`src/css_consts.vh`:
```
// Register map, field encodings and reset values of the startup sequencer
`ifndef CSS_CONSTS_VH
`define CSS_CONSTS_VH
`define CSS_OFF_CTRL 8'h00
`define CSS_OFF_PHASE 8'h04
`define CSS_OFF_STATUS 8'h08
`define CSS_OFF_SECURITY 8'h0c
`define CSS_OFF_TAG 8'h10
`define CSS_OFF_PERSIST 8'h14
`define CSS_OFF_CLKSEL 8'h18
// Phase select encodings: 1..6 numeric, 7 complete, 0 keep (write/float)
`define CSS_SEL_KEEP 3'h0
`define CSS_SEL_DONE 3'h7
// Wait phase encodings: 0..6 phase, 7 no wait
`define CSS_WAIT_NONE 3'h7
// Field positions in the control word
`define CSS_F_GWE 2:0
`define CSS_F_GTS 6:4
`define CSS_F_LCK 10:8
`define CSS_F_MATCH 14:12
`define CSS_F_DONE 18:16
`define CSS_B_PIPE 20
`define CSS_B_DRIVE 21
`define CSS_B_AUTO 22
`define CSS_B_START 24
// Reset values, security and response encodings, last phase
`define CSS_CTRL_RST 32'h00447756
`define CSS_TAG_RST 32'hffffffff
`define CSS_SEC_NONE 2'h0
`define CSS_SEC_L1 2'h1
`define CSS_SEC_L2 2'h2
`define CSS_CLK_CFG 2'h0
`define CSS_PHASE_LAST 3'h6
`define CSS_RESP_OKAY 2'h0
`define CSS_RESP_SLVERR 2'h2
`endif

```
`src/css_startup_seq.v`:
```
// Post-configuration startup sequencer with an AXI4-Lite register slave
//
// Contract
// - Global write enable rises in a chosen phase 1-6, on completion or is kept; default 6.
// - Block memory reads and writes stay blocked until write enable is asserted.
// - With the completion choice, write enable rises once the sensed completion is high.
// - Sensed completion is the pin level, or a one-edge delayed copy with the pipeline option.
// - With the keep choice the write enable holds its present value through startup.
// - Output float is released in a chosen phase 1-6, on completion or kept; default 5.
// - Float release follows sensed completion for the completion choice and holds for keep.
// - The sequencer may stall in a phase 0-6 for all clock manager locks; default no wait.
// - It may stall in a phase 0-6 for impedance match, or automatically; default automatic.
// - The completion pin is activated in a chosen phase 1-6, default 4.
// - With the pipeline option the pin is waited for plus one startup clock edge.
// - The completion pin is open drain by default, or driven high with active drive.
// - With persistence the configuration pins of the chosen mode keep their role.
// - Security is none, level 1 blocking readback, or level 2 blocking reconfiguration too.
// - A 32-bit user revision tag is held, default all ones.
// - The startup clock is chosen among config clock, user clock and test clock.
//
// Our own choices: the placing of the registers and the AXI4-Lite interface to the registers.
`timescale 1ns/1ps
`include "css_consts.vh"
module css_startup_seq #(
	parameter NUM_LOCKS = 4,
	parameter [31:0] TAG_DEFAULT = `CSS_TAG_RST
) (
	input wire aclk,
	input wire aresetn,
	input wire clk_en,
	// AXI4-Lite slave
	input wire [7:0] s_axi_awaddr,
	input wire s_axi_awvalid,
	output reg s_axi_awready,
	input wire [31:0] s_axi_wdata,
	input wire [3:0] s_axi_wstrb,
	input wire s_axi_wvalid,
	output reg s_axi_wready,
	output reg [1:0] s_axi_bresp,
	output reg s_axi_bvalid,
	input wire s_axi_bready,
	input wire [7:0] s_axi_araddr,
	input wire s_axi_arvalid,
	output reg s_axi_arready,
	output reg [31:0] s_axi_rdata,
	output reg [1:0] s_axi_rresp,
	output reg s_axi_rvalid,
	input wire s_axi_rready,
	// Startup clock sources, sampled as enables
	input wire config_clock,
	input wire user_clock,
	input wire test_clock,
	// Stall sources
	input wire [NUM_LOCKS-1:0] clock_manager_locked,
	input wire impedance_controller_match,
	input wire impedance_controller_present,
	// Configuration mode: 1 selects the parallel mode
	input wire parallel_config_mode,
	// Completion pin
	input wire complete_pin_in,
	output reg complete_pin_out,
	output reg complete_pin_oe,
	// Global enables to the fabric
	output reg global_write_enable,
	output reg global_output_float,
	output reg block_memory_enable,
	output reg startup_finished,
	output reg readback_allowed,
	output reg reconfig_allowed,
	output reg persist_serial_pins,
	output reg persist_parallel_pins
);

////////////////////////////////////////////////////////////////////////////////
// Registers

reg [31:0] ctrl;
reg [1:0] security;
reg [31:0] user_revision_tag;
reg persist;
reg [1:0] sequencer_clock_select;
reg [2:0] phase;
reg sense_pipe;
reg clk_prev;
reg have_aw;
reg have_w;
reg [7:0] aw_addr;
reg [31:0] w_data;

wire [2:0] write_enable_phase_select = ctrl[`CSS_F_GWE];
wire [2:0] output_release_phase_select = ctrl[`CSS_F_GTS];
wire [2:0] clock_lock_wait_phase = ctrl[`CSS_F_LCK];
wire [2:0] match_wait_phase = ctrl[`CSS_F_MATCH];
wire [2:0] done_phase = ctrl[`CSS_F_DONE];
wire complete_pipeline_option = ctrl[`CSS_B_PIPE];
wire complete_active_drive = ctrl[`CSS_B_DRIVE];
wire match_auto = ctrl[`CSS_B_AUTO];
wire run = ctrl[`CSS_B_START];

////////////////////////////////////////////////////////////////////////////////
// Startup clock selection and edge detect

reg sel_clk;
always @* begin
	case (sequencer_clock_select)
		2'h1: sel_clk = user_clock;
		2'h2: sel_clk = test_clock;
		default: sel_clk = config_clock;
	endcase
end
wire step = sel_clk & ~clk_prev;

// Sensed completion: pin directly or the copy taken on the last startup edge
wire complete_input_sense = complete_pipeline_option ? sense_pipe : complete_pin_in;

// Stall conditions; automatic match waits only where a controller exists
wire locks_ok = &clock_manager_locked;
wire lock_stall = (clock_lock_wait_phase != `CSS_WAIT_NONE) &&
	(phase == clock_lock_wait_phase) && !locks_ok;
wire match_on = match_auto ? impedance_controller_present : (match_wait_phase != `CSS_WAIT_NONE);
wire [2:0] match_at = match_auto ? `CSS_PHASE_LAST : match_wait_phase;
wire match_stall = match_on && (phase == match_at) && !impedance_controller_match;
wire at_end = (phase == `CSS_PHASE_LAST);

// Completion state entered in the last phase once nothing stalls and sensing is high;
// the pipeline option already adds its startup edge through the sensed copy
wire next_finished = at_end && complete_input_sense && !lock_stall && !match_stall;

// Phase hit for a select field: numeric phase or completion
function hit;
	input [2:0] sel;
	input [2:0] ph;
	input done_in;
	begin
		if (sel == `CSS_SEL_DONE)
			hit = done_in;
		else
			hit = (sel != `CSS_SEL_KEEP) && (ph >= sel);
	end
endfunction

////////////////////////////////////////////////////////////////////////////////
// Sequencer

always @(posedge aclk) begin
	if (!aresetn) begin
		phase <= 3'h0;
		sense_pipe <= 1'b0;
		clk_prev <= 1'b0;
		global_write_enable <= 1'b0;
		global_output_float <= 1'b1;
		block_memory_enable <= 1'b0;
		complete_pin_out <= 1'b0;
		complete_pin_oe <= 1'b1;
		startup_finished <= 1'b0;
	end else if (clk_en) begin
		clk_prev <= sel_clk;
		if (step)
			sense_pipe <= complete_pin_in;
		// Counter stops at the last phase; stalls hold it
		if (run && step && !lock_stall && !match_stall && !at_end)
			phase <= phase + 3'h1;
		if (run && hit(write_enable_phase_select, phase, complete_input_sense))
			global_write_enable <= 1'b1;
		block_memory_enable <= global_write_enable;
		if (run && hit(output_release_phase_select, phase, complete_input_sense))
			global_output_float <= 1'b0;
		// Pin low is always driven; high is released unless active drive
		if (run && phase >= done_phase) begin
			complete_pin_out <= 1'b1;
			complete_pin_oe <= complete_active_drive;
		end else begin
			complete_pin_out <= 1'b0;
			complete_pin_oe <= 1'b1;
		end
		if (next_finished)
			startup_finished <= 1'b1;
	end
end

////////////////////////////////////////////////////////////////////////////////
// Security and pin persistence outputs

always @(posedge aclk) begin
	if (!aresetn) begin
		readback_allowed <= 1'b1;
		reconfig_allowed <= 1'b1;
		persist_serial_pins <= 1'b0;
		persist_parallel_pins <= 1'b0;
	end else if (clk_en) begin
		readback_allowed <= (security == `CSS_SEC_NONE);
		reconfig_allowed <= (security != `CSS_SEC_L2);
		persist_serial_pins <= persist && !parallel_config_mode;
		persist_parallel_pins <= persist && parallel_config_mode;
	end
end

////////////////////////////////////////////////////////////////////////////////
// AXI4-Lite slave: address and data taken in either order, one write at a time

wire wr_fire = have_aw && have_w && !s_axi_bvalid;
wire wr_map = (aw_addr == `CSS_OFF_CTRL) || (aw_addr == `CSS_OFF_SECURITY) ||
	(aw_addr == `CSS_OFF_TAG) || (aw_addr == `CSS_OFF_PERSIST) ||
	(aw_addr == `CSS_OFF_CLKSEL);

always @(posedge aclk) begin
	if (!aresetn) begin
		s_axi_awready <= 1'b1;
		s_axi_wready <= 1'b1;
		s_axi_bvalid <= 1'b0;
		s_axi_bresp <= `CSS_RESP_OKAY;
		have_aw <= 1'b0;
		have_w <= 1'b0;
		aw_addr <= 8'h00;
		w_data <= 32'h00000000;
		ctrl <= `CSS_CTRL_RST;
		security <= `CSS_SEC_NONE;
		user_revision_tag <= TAG_DEFAULT;
		persist <= 1'b0;
		sequencer_clock_select <= `CSS_CLK_CFG;
	end else if (clk_en) begin
		if (s_axi_awvalid && s_axi_awready) begin
			have_aw <= 1'b1;
			aw_addr <= s_axi_awaddr;
			s_axi_awready <= 1'b0;
		end
		if (s_axi_wvalid && s_axi_wready) begin
			have_w <= 1'b1;
			w_data <= s_axi_wdata;
			s_axi_wready <= 1'b0;
		end
		if (wr_fire) begin
			have_aw <= 1'b0;
			have_w <= 1'b0;
			s_axi_bvalid <= 1'b1;
			s_axi_bresp <= wr_map ? `CSS_RESP_OKAY : `CSS_RESP_SLVERR;
			// The control word locks once startup has left phase 0, as the bitstream would
			if (aw_addr == `CSS_OFF_CTRL && s_axi_wstrb == 4'hf && phase == 3'h0)
				ctrl <= w_data;
			if (aw_addr == `CSS_OFF_SECURITY && s_axi_wstrb[0])
				security <= w_data[1:0];
			if (aw_addr == `CSS_OFF_TAG && s_axi_wstrb == 4'hf)
				user_revision_tag <= w_data;
			if (aw_addr == `CSS_OFF_PERSIST && s_axi_wstrb[0])
				persist <= w_data[0];
			if (aw_addr == `CSS_OFF_CLKSEL && s_axi_wstrb[0])
				sequencer_clock_select <= w_data[1:0];
		end
		if (s_axi_bvalid && s_axi_bready) begin
			s_axi_bvalid <= 1'b0;
			s_axi_awready <= 1'b1;
			s_axi_wready <= 1'b1;
		end
	end
end

// Read path: one cycle from address to data
always @(posedge aclk) begin
	if (!aresetn) begin
		s_axi_arready <= 1'b1;
		s_axi_rvalid <= 1'b0;
		s_axi_rdata <= 32'h00000000;
		s_axi_rresp <= `CSS_RESP_OKAY;
	end else if (clk_en) begin
		if (s_axi_arvalid && s_axi_arready) begin
			s_axi_arready <= 1'b0;
			s_axi_rvalid <= 1'b1;
			s_axi_rresp <= `CSS_RESP_OKAY;
			case (s_axi_araddr)
				`CSS_OFF_CTRL: s_axi_rdata <= ctrl;
				`CSS_OFF_PHASE: s_axi_rdata <= {29'h0, phase};
				`CSS_OFF_STATUS: s_axi_rdata <= {26'h0, startup_finished,
					complete_input_sense, block_memory_enable, global_output_float,
					global_write_enable, complete_pin_in};
				`CSS_OFF_SECURITY: s_axi_rdata <= {30'h0, security};
				`CSS_OFF_TAG: s_axi_rdata <= user_revision_tag;
				`CSS_OFF_PERSIST: s_axi_rdata <= {31'h0, persist};
				`CSS_OFF_CLKSEL: s_axi_rdata <= {30'h0, sequencer_clock_select};
				default: begin
					s_axi_rdata <= 32'h00000000;
					s_axi_rresp <= `CSS_RESP_SLVERR;
				end
			endcase
		end
		if (s_axi_rvalid && s_axi_rready) begin
			s_axi_rvalid <= 1'b0;
			s_axi_arready <= 1'b1;
		end
	end
end

endmodule

```
`config.mk`:
```
export PLATFORM = sky130hd
export DESIGN_NAME = css_startup_seq
export DESIGN_NICKNAME = d
export VERILOG_FILES = /design/src/css_startup_seq.v
export VERILOG_INCLUDE_DIRS = /design/src
export SDC_FILE = /design/constraint.sdc
export NUM_CORES = 1
export LEC_CHECK = 0
export BUFFER_PORTS_ARGS = -buffer_cell sky130_fd_sc_hd__buf_2
export CORE_MARGIN = 8
export CORE_UTILIZATION = 40
export CTS_BUF_LIST = sky130_fd_sc_hd__clkbuf_4 sky130_fd_sc_hd__clkbuf_8
export CTS_CLUSTER_SIZE = 30
export DETAILED_ROUTE_END_ITERATION = 12
export GPL_ROUTABILITY_DRIVEN = 0
export PLACE_DENSITY = 0.63
export SETUP_SLACK_MARGIN = 0.15
export SLEW_MARGIN = 20
export SYNTH_ARGS = -nofsm -noshare
export SYNTH_HDL_FRONTEND = slang
export SYNTH_SLANG_ARGS = --single-unit
```
`constraint.sdc`:
```
create_clock -name aclk -period 5.8 [get_ports aclk]
set_input_delay 0.58 -clock aclk [delete_from_list [all_inputs] [get_ports aclk]]
set_output_delay 0.58 -clock aclk [all_outputs]
set_load 0.02 [all_outputs]
```
==> Flow_metrics.wiki <==
{| class="wikitable"
! Metric !! Value
|-
| Status || completed
|-
| Yosys warnings || 0
|-
| Insertion delay to the later sink of the worst-skew pair || 460 ps
|-
| CTS Root Cell || sky130_fd_sc_hd__clkbuf_8
|-
| Total gr overflow || 0
|-
| Post-CTS clock slew at the launch and capture registers of the worst setup and hold paths || 80 ps
|-
| IR drop worst, VDD || 0.1439 mV
|-
| Io pins || 122
|-
| Count of max-cap constraint violations || 0
|-
| Final layout net count || 1,005
|-
| Final critical-path share of the clock period || 47.89%
|-
| Initial antenna violation count || 0
|-
| Share of async-settable or async-resettable flops after synthesis || 0%
|-
| Post-layout instance count excluding filler cells || 1,162
|-
| Number of vias per cell after detailed routing || 5.059
|-
| Final setup vio count || 0
|-
| Wire length after detailed routing || 18,510 microns
|-
| Wire length of the first global-routing pass || 29,900 microns
|-
| Clk network pwr share || 41.2%
|-
| Placed cell count || 1,130
|-
| Number of cell rows || 49
|-
| Sum Neg Setup Slack || 0 ps
|-
| Net Sw Frac || 22.62%
|-
| Buffer levels on the longest clock path || 2
|-
| Internal || 0.001708 W
|-
| Total of buffers placed on input and output ports || 119
|-
| # resized after CTS || 0
|-
| Power per cell area || 267.5 mW/mm^2
|-
| Highest metal layer used by the detailed router || met4
|-
| Relative slew slack || 28.11%
|-
| Number of enable flip-flop cells after synthesis || 0
|-
| Amount of wire on met3 after detailed routing || 943 microns
|-
| Starting Density || 40.22%
|-
| Width of the die || 149.5 microns
|-
| Min-delay worst type || in -> reg
|-
| Hold wc startpoint || s_axi_wdata[19]
|-
| Worst Skew || 11.81 ps
|-
| # clock sinks || 165
|-
| Count of hold buffers inserted by post-cts repair || 0
|-
| Per-instance average area after synthesis || 8.564 sq um
|-
| Critical path start-end classification || in -> reg
|-
| Area growth, synth to finish || 15.84%
|-
| Total routed wire length on the met1 layer || 8471 microns
|-
| RSZ-0062 raised after global routing || no
|-
| Most frequent cells in the layout || sky130_fd_sc_hd__nand2_1 (239), sky130_fd_sc_hd__dfxtp_1 (165), sky130_fd_sc_hd__buf_2 (118), sky130_fd_sc_hd__nand3_1 (52), sky130_fd_sc_hd__a21boi_0 (52)
|-
| Combinational cell fraction of total power || 6.0%
|-
| Reg power frac || 52.7%
|-
| Nature of the critical path startpoint || primary input
|-
| Number of optimization iterations in the first detailed-route pass || 5
|-
| Core Region || 0.01772 sq mm
|-
| DPL Wire Length || 12,420 microns
|-
| Largest net degree at the start of global routing || 85
|-
| GRT Total Usage || 16.87%
|-
| Least-Margin Pin Slew || 1078 ps
|-
| Net load switching power || 0.0004995 W
|-
| Vias after detailed routing || 5,878
|-
| Data required time of the worst path || 6110 ps
|-
| Commonest non-fill, non-tap cell in the layout || sky130_fd_sc_hd__nand2_1
|-
| Launch point of the worst reg-to-reg path || aw_addr[0]
|-
| DRC marker count from the first detailed-route iteration || 378
|-
| Slew Limit Fails || 0
|-
| DR WL/cell || 15.93 microns
|-
| Remaining routing DRC violations || 0
|-
| Fin crit period || 2778 ps
|-
| ANT nets after route || 0
|-
| Hold Worst Slack || 365.0 ps
|-
| Maximum level of the CTS H-tree || 4
|-
| Final count of hold timing violations || 0
|-
| Vias in the first global route || 5,651
|-
| Count of cell types in the netlist || 58
|-
| Antenna diode instance count || 0
|-
| Synthesized cell area || 0.007126 sq mm
|-
| WP data arrival || 3080 ps
|-
| Proportion of layout cells with a drive suffix above 1 || 20.58%
|-
| Lkg Pwr || 3.412 nW
|-
| Startpoint of the worst setup timing path || clk_en
|-
| Max FO, Critical Path || 28
|-
| Proportion of synthesized chip area in sequential cells || 46.36%
|-
| Most used flip-flop cell after synthesis || sky130_fd_sc_hd__dfxtp_1
|-
| Number of instances in the synthesized netlist || 832
|-
| Endpoint kind of the worst setup timing path || register
|-
| Clock tree from TritonCTS || yes
|-
| Die outline height || 149.5 microns
|-
| Total met2 wirelength after detailed routing || 8908 microns
|-
| Buffers inserted by post-CTS timing repair || 0
|-
| Synthesis-stage register bit count || 165
|-
| Max Clk Rate || 0.3600 GHz
|-
| Clock buffer count from CTS || 17
|-
| Area of the die || 0.02234 sq mm
|}
==> worst paths after layout <==
check,slack (ps),to,cells after the start
setup reg to reg,3170,ctrl[8],6
hold / removal,370,w_data[19],3
hold reg to reg,450,ctrl[30],2
setup / recovery,3020,ctrl[8],7
==> registers in the layout, indices dropped and copies added, names as in the netlist, 2 cells and up <==
signal                  flops
aw_addr                     8
ctrl                       32
phase                       3
s_axi_rdata                32
security                    2
sequencer_clock_select      2
user_revision_tag          32
w_data                     32
==> Yosys cell counts, drive strengths merged, types with 14 or more instances <==
cell type / count / area, sq um
nand2: 239 / 897.1
dfxtp: 165 / 3303
a21boi: 65 / 488.0
nand3: 53 / 265.3
clkbuf: 41 / 153.9
nor2b: 39 / 244.0
a22oi: 28 / 210.2
mux2: 23 / 259.0
o21ai: 19 / 95.09
buf: 17 / 108.9
inv: 15 / 56.30
ha: 14 / 175.2
==> power by group through the flow <==
| stage | Clock (W) | Combinational, W | Sequential [W] |
|---|---|---|---|
| global placement | 0 | 0.000134 | 0.00119 |
| finish | 0.000911 | 0.000133 | 0.00116 |
| CTS | 0.000935 | 0.000135 | 0.00116 |
| global route | 0.000979 | 0.000148 | 0.00117 |
| detailed placement | 0 | 0.000135 | 0.00119 |
| floorplan | 0 | 0.0000845 | 0.00119 |
==> cell type report <==
| class | count | area (sq um) |
|---|---|---|
| Clock buffer | 23 | 285.3 |
| Clock inverter | 9 | 151.4 |
| Fill cell | 1740 | 9464 |
| Inverter | 15 | 56.30 |
| Multi-Input combinational cell | 595 | 3521 |
| Sequential cell | 165 | 3303 |
| Tap cell | 229 | 286.5 |
| Timing Repair Buffer | 126 | 650.6 |
==> per-layer routing <==
layer  global-route usage, %  vias to the layer above
met2                   27.73                      106
met3                   4.748                       15
met4                   4.796                        0
met5                       0                        -
met1                   21.14                     2765
li1                        -                     2992
==> through the flow <==
stage,instance area (sq um),setup slack (ps),total power (W),utilization (%)
5_1_grt,8254,2799,0.002295,46.59
3_3_place_gp,7818,2558,0.001325,44.12
2_1_floorplan,7129,3463,0.001274,-
6_report,8254,3022,0.002208,46.59
3_5_place_dp,7818,2541,0.001326,44.12
4_1_cts,8254,3038,0.002234,46.59
==> critical path, cell delays in order <==
cell and delay [ps]:
sky130_fd_sc_hd__buf_2 400, sky130_fd_sc_hd__nand2_1 150, sky130_fd_sc_hd__nor3b_2 420, sky130_fd_sc_hd__nand4_4 200, sky130_fd_sc_hd__or4_1 1000, sky130_fd_sc_hd__nand2_1 210
sky130_fd_sc_hd__nand3_1 90
==> cells by family after synthesis <==
logic type | after synthesis | share of synthesized area, %
buffers and inverters | 73 | 4.478
DFF | 165 | 46.36
xor gates and xnor gates | 3 | 0.3688
and+or+nand+nor | 378 | 24.49
AOI/OAI and AO/OA | 163 | 16.29
adders and majority gates | 14 | 2.458
muxes | 35 | 5.496
other | 1 | 0.05263
(Power assumes the default switching activity.)
